File: src/pkg/etc_pkg.sv
// edge_timing_control package: register map, field positions, types.
// assumes one 25 MHz clock, APB4 slave with 32-bit data.
//
// How it works
// - edge1 flag set by event, writable
// - sense mode bit: edge or level
// - polarity bit: rising or falling response
// - source codes 15..12: comparators, bus clock
// - codes 11..2: captures and edge pins
// - code 1 compare event, 0 timer
// - bits 17:16 and 14 read zero
// - unit runs only while enabled
// - idle-stop bit halts unit in idle
// - delay generation bit enables delay output
// - clearing the edge gate bit blocks all edges
// - discharge bit connects capacitor sink
package etc_pkg;

   ////////////////////////////////////////////////////////////////////////
   // register map
   localparam int            ADDR_W            = 12;
   localparam logic [11:0]   OFS_CONTROL       = 12'h000;
   localparam logic [31:0]   CONTROL_RESET     = 32'h0000_0000;

   // field positions inside charge_unit_control
   localparam int            POS_EDGE1_SEEN    = 24;
   localparam int            POS_SENSE_MODE    = 23;
   localparam int            POS_POLARITY      = 22;
   localparam int            POS_SRC_HI        = 21;
   localparam int            POS_SRC_LO        = 18;
   localparam int            POS_ENABLE        = 15;
   localparam int            POS_IDLE_STOP     = 13;
   localparam int            POS_DELAY_GEN     = 12;
   localparam int            POS_EDGE_GATE     = 11;
   localparam int            POS_DISCHARGE     = 9;

   ////////////////////////////////////////////////////////////////////////
   // edge2 source codes
   localparam int            NUM_SRC           = 16;
   localparam int            SYNC_STAGES       = 2;
   localparam logic [3:0]    SRC_CMP3          = 4'hF;
   localparam logic [3:0]    SRC_CMP2          = 4'hE;
   localparam logic [3:0]    SRC_CMP1          = 4'hD;
   localparam logic [3:0]    SRC_BUS_CLOCK     = 4'hC;
   localparam logic [3:0]    SRC_CAP3          = 4'hB;
   localparam logic [3:0]    SRC_CAP2          = 4'hA;
   localparam logic [3:0]    SRC_CAP1          = 4'h9;
   localparam logic [3:0]    SRC_PIN13         = 4'h8;
   localparam logic [3:0]    SRC_PIN12         = 4'h7;
   localparam logic [3:0]    SRC_PIN11         = 4'h6;
   localparam logic [3:0]    SRC_PIN10         = 4'h5;
   localparam logic [3:0]    SRC_PIN9          = 4'h4;
   localparam logic [3:0]    SRC_PIN1          = 4'h3;
   localparam logic [3:0]    SRC_PIN2          = 4'h2;
   localparam logic [3:0]    SRC_COMPARE1      = 4'h1;
   localparam logic [3:0]    SRC_TIMER_ONE     = 4'h0;

   ////////////////////////////////////////////////////////////////////////
   // types
   typedef struct packed {
      logic       edge1_seen_flag;
      logic       edge2_sense_mode;
      logic       edge2_polarity;
      logic [3:0] edge2_source_sel;
      logic       enable;
      logic       idle_stop;
      logic       delay_gen_enable;
      logic       edge_gate_enable;
      logic       sample_cap_discharge;
   } etc_ctl_t;

   typedef struct packed {
      logic       charge_on;
      logic       delay_out;
      logic       discharge_on;
      logic       edge1_level;
      logic       edge2_event;
      logic       edge2_active;
      logic       unit_running;
   } etc_out_t;

endpackage

File: src/rtl/etc_sync.sv
// etc_sync: two-flop synchroniser for a vector of asynchronous levels.
// assumes inputs come from pins or other clock domains.
`timescale 1ns/1ps
module etc_sync #(
   parameter int W = 16
) (
   // clock and reset
   input  wire logic         clk_sys,
   input  wire logic         rst,
   // levels
   input  wire logic [W-1:0] async_in,
   output logic      [W-1:0] sync_out
);
   import etc_pkg::*;

   logic [W-1:0] stage_one;

   ////////////////////////////////////////////////////////////////////////
   // first flop feeds only the second
   genvar g;
   generate
      for (g = 0; g < W; g++) begin : g_bit
         always_ff @(posedge clk_sys) begin
            if (rst) begin
               stage_one[g] <= 1'b0;
               sync_out[g]  <= 1'b0;
            end else begin
               stage_one[g] <= async_in[g];
               sync_out[g]  <= stage_one[g];
            end
         end
      end
   endgenerate

endmodule // etc_sync

File: src/rtl/etc_edge_det.sv
// etc_edge_det: polarity-selectable edge and level detector.
// assumes a synchronised input on clk_sys.
`timescale 1ns/1ps
module etc_edge_det (
   // clock and reset
   input  wire logic clk_sys,
   input  wire logic rst,
   // control
   input  wire logic polarity,
   input  wire logic edge_mode,
   // signal in, detection out
   input  wire logic sig_in,
   output logic      hit,
   output logic      level_match
);
   import etc_pkg::*;

   logic prev;

   always_ff @(posedge clk_sys) begin
      if (rst) begin
         prev <= 1'b0;
      end else begin
         prev <= sig_in;
      end
   end

   // level mode: active while input sits at the chosen level
   assign level_match = (sig_in == polarity);
   assign hit = edge_mode ?
                (polarity ? (sig_in & ~prev) : (~sig_in & prev))
                : level_match;

endmodule // etc_edge_det

File: src/rtl/etc_top.sv
// etc_top: edge control of the charge-time measurement unit.
// assumes APB4 master on clk_sys; event sources are asynchronous to it.
//
// The APB register port and the register addresses were left to the implementer.
`timescale 1ns/1ps
module etc_top (
   // clock and reset
   input  wire logic                      clk_sys,
   input  wire logic                      rst,
   // apb slave
   input  wire logic                      psel,
   input  wire logic                      penable,
   input  wire logic                      pwrite,
   input  wire logic [etc_pkg::ADDR_W-1:0] paddr,
   input  wire logic [31:0]               pwdata,
   input  wire logic [3:0]                pstrb,
   output logic      [31:0]               prdata,
   output logic                           pready,
   output logic                           pslverr,
   // chip power state
   input  wire logic                      chip_idle,
   // edge1 source
   input  wire logic                      edge1_src,
   // edge2 candidate sources
   input  wire logic                      comparator_one_output,
   input  wire logic                      comparator_two_output,
   input  wire logic                      comparator_three_output,
   input  wire logic [3:1]                capture_event,
   input  wire logic                      ext_edge_pin_one,
   input  wire logic                      ext_edge_pin_two,
   input  wire logic [13:9]               ext_edge_pin_hi,
   input  wire logic                      compare_unit_one,
   input  wire logic                      timer_one,
   // unit outputs
   output etc_pkg::etc_out_t              unit_out
);
   import etc_pkg::*;

   ////////////////////////////////////////////////////////////////////////
   // declarations
   etc_ctl_t          ctl;
   logic [31:0]       next_prdata;
   logic              bus_setup;
   logic              bus_write;
   logic              addr_hit;
   logic [31:0]       wmask;
   logic [31:0]       wval;
   logic [NUM_SRC-1:0] src_raw;
   logic [NUM_SRC-1:0] src_sync;
   logic              edge1_raw;
   logic              edge1_sync;
   logic              edge1_prev;
   logic              edge1_event;
   logic              bus_clock_level;
   logic              run;
   logic              edges_open;
   logic              edge2_sel;
   logic              edge2_hit;
   logic              edge2_level;
   logic              next_edge1_flag;
   logic              sw_flag_write;

   ////////////////////////////////////////////////////////////////////////
   // register bus decode
   function automatic logic is_control(input logic [ADDR_W-1:0] a);
      return a == OFS_CONTROL;
   endfunction

   function automatic logic [31:0] lane_mask(input logic [3:0] s);
      logic [31:0] m;
      m = 32'h0000_0000;
      for (int i = 0; i < 4; i++) begin
         if (s[i]) begin
            m[i*8 +: 8] = 8'hFF;
         end
      end
      return m;
   endfunction

   assign bus_setup = psel & ~penable;
   assign addr_hit  = is_control(paddr);
   assign bus_write = psel & penable & pwrite & addr_hit;
   assign wmask     = lane_mask(pstrb);
   assign wval      = pwdata & wmask;

   // zero wait state: data registered in setup, answered in access
   assign pready  = psel & penable;
   assign pslverr = psel & penable & ~addr_hit;

   ////////////////////////////////////////////////////////////////////////
   // control register fields
   always_ff @(posedge clk_sys) begin
      if (rst) begin
         ctl.edge2_sense_mode     <= CONTROL_RESET[POS_SENSE_MODE];
         ctl.edge2_polarity       <= CONTROL_RESET[POS_POLARITY];
         ctl.edge2_source_sel     <= CONTROL_RESET[POS_SRC_HI:POS_SRC_LO];
         ctl.enable               <= CONTROL_RESET[POS_ENABLE];
         ctl.idle_stop            <= CONTROL_RESET[POS_IDLE_STOP];
         ctl.delay_gen_enable     <= CONTROL_RESET[POS_DELAY_GEN];
         ctl.edge_gate_enable     <= CONTROL_RESET[POS_EDGE_GATE];
         ctl.sample_cap_discharge <= CONTROL_RESET[POS_DISCHARGE];
      end else if (bus_write) begin
         if (wmask[POS_SENSE_MODE]) begin
            ctl.edge2_sense_mode <= wval[POS_SENSE_MODE];
         end
         if (wmask[POS_POLARITY]) begin
            ctl.edge2_polarity <= wval[POS_POLARITY];
         end
         if (wmask[POS_SRC_HI]) begin
            ctl.edge2_source_sel <= wval[POS_SRC_HI:POS_SRC_LO];
         end
         if (wmask[POS_ENABLE]) begin
            ctl.enable <= wval[POS_ENABLE];
         end
         if (wmask[POS_IDLE_STOP]) begin
            ctl.idle_stop <= wval[POS_IDLE_STOP];
         end
         if (wmask[POS_DELAY_GEN]) begin
            ctl.delay_gen_enable <= wval[POS_DELAY_GEN];
         end
         if (wmask[POS_EDGE_GATE]) begin
            ctl.edge_gate_enable <= wval[POS_EDGE_GATE];
         end
         if (wmask[POS_DISCHARGE]) begin
            ctl.sample_cap_discharge <= wval[POS_DISCHARGE];
         end
      end
   end

   ////////////////////////////////////////////////////////////////////////
   // edge1 status flag
   // software writes drive the flag directly; a hardware event in the
   // same cycle as a written zero still sets it
   assign sw_flag_write = bus_write & wmask[POS_EDGE1_SEEN];

   always_comb begin
      next_edge1_flag = ctl.edge1_seen_flag;
      if (sw_flag_write) begin
         next_edge1_flag = wval[POS_EDGE1_SEEN];
      end
      if (edge1_event) begin
         next_edge1_flag = 1'b1;
      end
   end

   always_ff @(posedge clk_sys) begin
      if (rst) begin
         ctl.edge1_seen_flag <= CONTROL_RESET[POS_EDGE1_SEEN];
      end else begin
         ctl.edge1_seen_flag <= next_edge1_flag;
      end
   end

   ////////////////////////////////////////////////////////////////////////
   // read data, registered in the setup cycle
   always_comb begin
      next_prdata = 32'h0000_0000;
      next_prdata[POS_EDGE1_SEEN]        = ctl.edge1_seen_flag;
      next_prdata[POS_SENSE_MODE]        = ctl.edge2_sense_mode;
      next_prdata[POS_POLARITY]          = ctl.edge2_polarity;
      next_prdata[POS_SRC_HI:POS_SRC_LO] = ctl.edge2_source_sel;
      next_prdata[POS_ENABLE]            = ctl.enable;
      next_prdata[POS_IDLE_STOP]         = ctl.idle_stop;
      next_prdata[POS_DELAY_GEN]         = ctl.delay_gen_enable;
      next_prdata[POS_EDGE_GATE]         = ctl.edge_gate_enable;
      next_prdata[POS_DISCHARGE]         = ctl.sample_cap_discharge;
   end

   always_ff @(posedge clk_sys) begin
      if (rst) begin
         prdata <= 32'h0000_0000;
      end else if (bus_setup) begin
         prdata <= (addr_hit & ~pwrite) ? next_prdata : 32'h0000_0000;
      end
   end

   ////////////////////////////////////////////////////////////////////////
   // run state
   // idle only halts when the stop bit asks for it
   assign run        = ctl.enable & ~(ctl.idle_stop & chip_idle);
   assign edges_open = run & ctl.edge_gate_enable;

   ////////////////////////////////////////////////////////////////////////
   // bus clock as a source: a divide-by-two toggle stands for the
   // clock itself, since a flop cannot sample its own clock
   always_ff @(posedge clk_sys) begin
      if (rst) begin
         bus_clock_level <= 1'b0;
      end else begin
         bus_clock_level <= ~bus_clock_level;
      end
   end

   ////////////////////////////////////////////////////////////////////////
   // source vector, indexed by code
   always_comb begin
      src_raw                = '0;
      src_raw[SRC_CMP3]      = comparator_three_output;
      src_raw[SRC_CMP2]      = comparator_two_output;
      src_raw[SRC_CMP1]      = comparator_one_output;
      src_raw[SRC_CAP3]      = capture_event[3];
      src_raw[SRC_CAP2]      = capture_event[2];
      src_raw[SRC_CAP1]      = capture_event[1];
      src_raw[SRC_PIN13]     = ext_edge_pin_hi[13];
      src_raw[SRC_PIN12]     = ext_edge_pin_hi[12];
      src_raw[SRC_PIN11]     = ext_edge_pin_hi[11];
      src_raw[SRC_PIN10]     = ext_edge_pin_hi[10];
      src_raw[SRC_PIN9]      = ext_edge_pin_hi[9];
      src_raw[SRC_PIN1]      = ext_edge_pin_one;
      src_raw[SRC_PIN2]      = ext_edge_pin_two;
      src_raw[SRC_COMPARE1]  = compare_unit_one;
      src_raw[SRC_TIMER_ONE] = timer_one;
   end

   // every source except the bus clock toggle crosses before the mux, so a change of the
   // select never exposes an unsynchronised level
   etc_sync #(
      .W (NUM_SRC)
   ) u_src_sync (
      .clk_sys  (clk_sys),
      .rst      (rst),
      .async_in (src_raw),
      .sync_out (src_sync)
   );

   assign edge1_raw = edge1_src;

   etc_sync #(
      .W (1)
   ) u_edge1_sync (
      .clk_sys  (clk_sys),
      .rst      (rst),
      .async_in (edge1_raw),
      .sync_out (edge1_sync)
   );

   ////////////////////////////////////////////////////////////////////////
   // edge2 selection and detection
   always_comb begin
      edge2_sel = src_sync[ctl.edge2_source_sel];
      if (ctl.edge2_source_sel == SRC_BUS_CLOCK) begin
         edge2_sel = bus_clock_level;
      end
   end

   etc_edge_det u_edge2_det (
      .clk_sys     (clk_sys),
      .rst         (rst),
      .polarity    (ctl.edge2_polarity),
      .edge_mode   (ctl.edge2_sense_mode),
      .sig_in      (edge2_sel),
      .hit         (edge2_hit),
      .level_match (edge2_level)
   );

   ////////////////////////////////////////////////////////////////////////
   // edge1 rising-edge detection
   always_ff @(posedge clk_sys) begin
      if (rst) begin
         edge1_prev <= 1'b0;
      end else begin
         edge1_prev <= edge1_sync;
      end
   end

   assign edge1_event = edges_open & edge1_sync & ~edge1_prev;

   ////////////////////////////////////////////////////////////////////////
   // outputs, all registered
   always_ff @(posedge clk_sys) begin
      if (rst) begin
         unit_out <= '0;
      end else begin
         unit_out.unit_running <= run;
         unit_out.edge1_level  <= next_edge1_flag & run;
         unit_out.edge2_event  <= edges_open & edge2_hit
                                  & ctl.edge2_sense_mode;
         unit_out.edge2_active <= edges_open & edge2_hit;
         // charge runs while the unit runs and the edge1 flag is set, except in cycles where edge2 hits while edges are open
         unit_out.charge_on    <= run & next_edge1_flag
                                  & ~(edges_open & edge2_hit);
         // pulse delay expects comparator two as stop source
         unit_out.delay_out    <= run & ctl.delay_gen_enable
                                  & next_edge1_flag
                                  & ~(edges_open & edge2_hit);
         // sink output follows the discharge bit alone, one cycle later
         unit_out.discharge_on <= ctl.sample_cap_discharge;
      end
   end

endmodule // etc_top

File: config.mk
export PLATFORM = sky130hd
export DESIGN_NAME = etc_top
export DESIGN_NICKNAME = d
export VERILOG_FILES = /design/src/pkg/etc_pkg.sv /design/src/rtl/etc_sync.sv /design/src/rtl/etc_edge_det.sv /design/src/rtl/etc_top.sv
export SDC_FILE = /design/constraint.sdc
export NUM_CORES = 1
export LEC_CHECK = 0
export BUFFER_PORTS_ARGS = -buffer_cell sky130_fd_sc_hd__buf_2
export CAP_MARGIN = 20
export CORE_ASPECT_RATIO = 1.5
export CORE_UTILIZATION = 50
export DETAILED_ROUTE_END_ITERATION = 10
export PLACE_DENSITY = 0.93
export SYNTH_ARGS = -nofsm -noshare
export SYNTH_HDL_FRONTEND = slang
export SYNTH_HIERARCHICAL = 1
export SYNTH_SLANG_ARGS = --single-unit
File: constraint.sdc
create_clock -name clk_sys -period 3.2 [get_ports clk_sys]
set_input_delay 0.16 -clock clk_sys [delete_from_list [all_inputs] [get_ports clk_sys]]
set_output_delay 0.16 -clock clk_sys [all_outputs]
set_load 0.005 [all_outputs]
==> impl_results.md, run 1 <==
* Status: completed
* Most frequent standard cell in the layout excluding fill and tap cells: buf_2
* Synth-to-Final Area Change at 21.98%
* # fillers at between 300 and 400
* Nets at 368
* CP Capture Type: flip-flop
* Skew final at between 0.006 and 0.007 ns
* Detailed Route Iter0 Violations at 54
* Final antenna-violating net count at 0
* Clock share of power at between 40% and 50%
* Die X at 58.46 um
* CTS Sinks at 66
* Clk_lat worst skew at 0.34 ns
* Endpoints failing setup at 0
* Setup crit start kind: flip-flop
* WHS Endpoint: u_src_sync/stage_one[0]
* Post-route minimum period at 2.293 ns
* First-pass GRT wire length at 7072 um
* Sw Ratio at 20.46%
* Max FO, Critical Path at 5
* Final hold vios at 0
* CTS Root Cell: clkbuf_8
* Slew Viols, Final at 0
* Core Region at ~4500 um^2
* Die height at 86.70 um
* Total chip power at 1.681 mW
* Pin count of the biggest net entering global routing at 56
* Hold buffers post-CTS at 0
* Tot GR Track Use at 19.40%
* Worst hold-check path type: primary input to flip-flop
* Commonest cells after routing, fill and taps aside: 69 x buf_2, 66 x dfxtp_1, 37 x nor2b_1
* Post-CTS setup buffers at 0
* Max Clk Rate at about 0.44 GHz
* Worst vdd ir at 0.0004127 V
* Setup CP Type: flip-flop to flip-flop
* Vias per cell at 4.834
* Internal at 1.337 mW
* CTS tree: yes
* WP data required at 3.44 ns
* Via Count at 1774
* Grt total ovfl at 0
* Worst-Margin Slew at 0.9328 ns
* Layout cells sized above 1 at 30.69%
* HP Start: timer_one
* P_leak at 1.256 nW
* DRT Pass-1 Iters at 4
* DP Area at about 2700 um^2
* Final Util at around 64%
* FF-to-FF End: unit_out[2]
* Mean Syn Cell Area at roughly 11 um^2
* PortBufs at 69
* Clk slew on worst S/H paths at about 0.07 ns
* Tcrit/Tclk final at 71.67%
* Rows at 30
* Setup TNS at 0 ns
* R2R cell count at 9
* Post-Synthesis Cell Area at between 2000 and 2500 um^2
* Arrival @ worst endpoint at about 2.5 ns
* Vias in the first global route at approximately 1600
* Max-Cap Viols at 0
* Reg2reg start: ctl[5]
* Initial Utilization at 52.64%
* Reg power frac at 50.3%
* Ant diodes at 0
* H-tree depth at 3
* CTS Buf Count at 9
* Avg WL per Cell at 12.02 um
* Clk buf depth at 2
* WHS Path Cells at 2
* Comb pwr share at 4.8%
* Hpwl dp at about 3100 um
* Die ar. at ~5100 um^2
* # IOs at 111
* R2r setup slk at 0.91 ns
* Synth Instances at 227
* Routability cong. at approximately 0.82
* Relative slew slack at 37.81%
* DRC at 0
* Synth warnings at 6
* Drt total wl at 4410 um
* Initial antenna violation count at 0
* Switching Power at between 300 and 400 uW
* Post-route cell area at 2917 um^2
* RSZ-0062 raised after global routing: no
* Pwr Density at ~580 nW/um^2
* Post_cts resized at 0
[stage by stage]
| step | cells | hold WS, ns | setup slack [ns] |
|---|---|---|---|
| floorplan | 246 | 0.2316 | 1.135 |
| global placement | 351 | 0.3677 | 0.9313 |
| detailed placement | 351 | 0.3726 | 0.8968 |
| CTS | 367 | 0.008713 | 0.8953 |
| global route | 367 | 0.01944 | 0.7652 |
| finish | 367 | 0.02743 | 0.9066 |
[power by group through the flow]
stage	Combinational, mW	Clock (mW)	Sequential [mW]
finish	0.0807	0.754	0.846
global route	0.0903	0.804	0.848
CTS	0.0803	0.776	0.846
detailed placement	0.0798	0	0.865
global placement	0.0774	0	0.863
floorplan	0.0596	0	0.863
[registers in the layout, summed over array words and instances (netlist names)]
name,cells
bus_clock_level,1
ctl,12
u_src_sync/sync_out,15
u_edge1_sync/sync_out,1
edge1_prev,1
u_edge2_det/prev,1
unit_out,7
u_edge1_sync/stage_one,1
u_src_sync/stage_one,15
prdata,12
[metal layers]
metal | track usage [%] | vias up | wire length [um]
met5 | 0 | - | 0
met3 | 5.522 | 11 | 272
met2 | 32.39 | 72 | 2301
li1 | - | 889 | -
met4 | 14.29 | 0 | 135
met1 | 20.37 | 802 | 1701
[worst max-delay path by stage]
stage / start / end / slack [ns] / cells past startpoint
global placement: ctl[5] / unit_out[2] / 0.93 / 9
floorplan: ctl[5] / unit_out[2] / 1.13 / 9
detailed placement: ctl[5] / unit_out[2] / 0.90 / 9
CTS: ctl[5] / unit_out[2] / 0.90 / 9
finish: ctl[5] / unit_out[2] / 0.91 / 9
global route: ctl[5] / unit_out[2] / 0.77 / 9
[layout make-up]
type / instances / area (um^2) / share of cell area, %
multi-input cells: 149 / 935.9 / 32.09
repair buffers: 70 / 352.8 / 12.10
flip-flops and latches: 66 / 1321 / 45.30
well taps: 64 / 80.08 / 2.746
inverters: 2 / 7.507 / 0.2574
clock buffers: 11 / 141.4 / 4.848
clock inverters: 5 / 77.57 / 2.660
[worst max-delay path, cell delays in order (launching register included)]
cell      delay, ns
dfxtp_1        0.47
mux4_2         0.54
nor2b_1        0.14
a211oi_1       0.20
a21oi_1        0.09
a21boi_1       0.14
a22o_1         0.24
nand2_1        0.11
nor3_1         0.06
and2_1         0.20
(Power assumes the default switching activity.)
==> run 2: changes to the inputs <==
--- a/config.mk
+++ b/config.mk
@@ -8,9 +8,9 @@
 export BUFFER_PORTS_ARGS = -buffer_cell sky130_fd_sc_hd__buf_2
 export CAP_MARGIN = 20
 export CORE_ASPECT_RATIO = 1.5
-export CORE_UTILIZATION = 50
+export CORE_UTILIZATION = 42
 export DETAILED_ROUTE_END_ITERATION = 10
-export PLACE_DENSITY = 0.93
+export PLACE_DENSITY = 0.85
 export SYNTH_ARGS = -nofsm -noshare
 export SYNTH_HDL_FRONTEND = slang
 export SYNTH_HIERARCHICAL = 1
==> constraint.sdc (replaced) <==
create_clock -name clk_sys -period 2 [get_ports clk_sys]
set_input_delay 0.1 -clock clk_sys [delete_from_list [all_inputs] [get_ports clk_sys]]
set_output_delay 0.1 -clock clk_sys [all_outputs]
set_load 0.005 [all_outputs]
==> run 2 against run 1 <==
The run now ends with setup timing left. Non-clock buffer count is 28 higher. Global-route usage is 1.8 points lower. Die area is 18% higher. Clock power rose by 60%. Clock skew barely moved. Worst setup slack got worse by 1.0 ns. Hold slack improved by 0.014 ns. Flip-flop and latch count unchanged. Cell area rose by 11%. Sequential share of layout area fell by 4.2 points. Sequential power increased by 60%. Largest power group unchanged.
==> impl_results.md, run 2 (same netlist as run 1, synthesis figures left out) <==
* Final setup margin at -0.1242 ns
* Tot GR Track Use at 17.56%
* HP Start: pwdata[22]
* R2R cell count at 10
* First-pass GRT wire length at between 7000 and 8000 um
* Die ar. at between 6000 and 7000 um^2
* Clk slew on worst S/H paths at 0.07 ns
* Commonest cells after routing, fill and taps aside: 69 x buf_2, 64 x dfxtp_1, 36 x nor2b_1
* Via Count at approximately 1900
* FF-to-FF End: unit_out[5]
* Detailed Route Iter0 Violations at 159
* DRT Pass-1 Iters at 4
* Post-route minimum period at 2.124 ns
* Rows at 33
* Final hold vios at 0
* Routability cong. at slightly below 0.8
* CP Capture Type: flip-flop
* Nets at 396
* Pin count of the biggest net entering global routing at 34
* Most frequent standard cell in the layout excluding fill and tap cells: buf_2
* Die height at 94.41 um
* Drt total wl at 5026 um
* Vias per cell at 4.776
* CTS Sinks at 66
* CTS Root Cell: clkbuf_8
* Biggest regs: u_src_sync/stage_one (15), u_src_sync/sync_out (15)
* Initial antenna violation count at 0
* Worst vdd ir at about 0.0005 V
* DRC at 0
* WHS Endpoint: ctl[9]
* Clk buf depth at 2
* Die X at around 64 um
* Failing checks: setup timing
* WP data required at roughly 2.3 ns
* Max FO, Critical Path at 3
* Layout cells sized above 1 at 34.44%
* RSZ-0062 raised after global routing: yes
* H-tree depth at 3
* Ant diodes at 0
* Final antenna-violating net count at 0
* CTS Buf Count at 9
* P_leak at 1.391 nW
* Clk_lat worst skew at around 0.34 ns
* Grt total ovfl at 0
* Worst hold-check path type: primary input to flip-flop
* Tcrit/Tclk final at 106.2%
* Slew Viols, Final at 0
* Max-Cap Viols at 0
* Relative slew slack at 52.81%
* Min Hold Slack at 0.04101 ns
* Arrival @ worst endpoint at 2.40 ns
* Synth-to-Final Area Change at 34.80%
* # fillers at 450
* Max Clk Rate at about 0.47 GHz
* Core Region at 5492 um^2
* Pwr Density at about 840 nW/um^2
* # IOs at ~110
* Vias in the first global route at approximately 1700
* PortBufs at 69
* R2r setup slk at -0.12 ns
* Initial Utilization at 43.54%
* Skew final at 0.005988 ns
* Setup CP Type: flip-flop to flip-flop
* Endpoints failing setup at 3
* Worst-Margin Slew at 0.7052 ns
* Status: finished, violations left
* Hpwl dp at 3351 um
* Avg WL per Cell at 12.53 um
* WHS Path Cells at 3
* CTS tree: yes
* Setup crit start kind: flip-flop
* Final Util at 58.69%
* Reg2reg start: ctl[5]
==> run 2: worst max-delay path, stage by stage, from the launching register on <==
cell and delay (ns):
dfxtp_4 0.37, mux4_2 0.51, nor2b_4 0.14, a211oi_2 0.23
a21oi_2 0.07, a21boi_2 0.16, a22o_1 0.24, nand2_2 0.10
buf_6 0.10, nand3_1 0.06, nor2_1 0.10
==> run 2: what timing repair did <==
item                                   CTS  global route
pin swaps                                3             3
setup endpoints to repair                4             4
endpoints found under the hold margin   16             0
hold buffers                            16             0
gates resized for setup                  1             9
buffers inserted                         0             1
==> run 2: report_power, final <==
part           internal (mW)  switching [mW]
Sequential              1.34         0.00707
Combinational         0.0876          0.0737
Clock                  0.707           0.504
Total                   2.14           0.584
==> run 2: metal layers <==
layer  vias up  part of all wire [%]  track usage [%]
met1       878                    37            17.48
met3         7                   6.0            5.072
met5         -                     0                0
met2        85                    55            32.54
met4         0                   1.8            9.091
li1        945                     -                -
==> run 2: through the flow <==
stage | instance area, um^2 | setup TNS [ns] | power (mW) | setup WS (ns) | cells
after floorplan | 2466 | 0 | 1.475 | 0.01436 | 246
after global placement | 2791 | -0.1231 | 1.509 | -0.05447 | 368
after detailed placement | 2791 | -0.3612 | 1.515 | -0.1311 | 368
after CTS | 3169 | -0.2280 | 2.736 | -0.08207 | 400
after global routing | 3223 | -0.6034 | 2.825 | -0.1893 | 401
final | 3223 | -0.3234 | 2.723 | -0.1242 | 401
==> run 2: worst max path at each step <==
| stage | from | endpoint | depth (start not counted) |
|---|---|---|---|
| 2_1_floorplan | ctl[5] | unit_out[2] | 9 |
| 3_3_place_gp | ctl[5] | unit_out[2] | 9 |
| 3_5_place_dp | ctl[5] | unit_out[2] | 9 |
| 4_1_cts | ctl[5] | unit_out[2] | 9 |
| 5_1_grt | ctl[5] | unit_out[6] | 10 |
| 6_report | ctl[5] | unit_out[5] | 10 |
==> run 2: final cells by class <==
| class | instances | area, um^2 | share of cell area (%) |
|---|---|---|---|
| clock buffers | 10 | 127.6 | 3.960 |
| clock inverters | 6 | 88.84 | 2.756 |
| inverters | 2 | 7.507 | 0.2329 |
| multi-input cells | 149 | 965.9 | 29.97 |
| flip-flops and latches | 66 | 1326 | 41.15 |
| well taps | 70 | 87.58 | 2.717 |
| repair buffers | 98 | 619.3 | 19.22 |
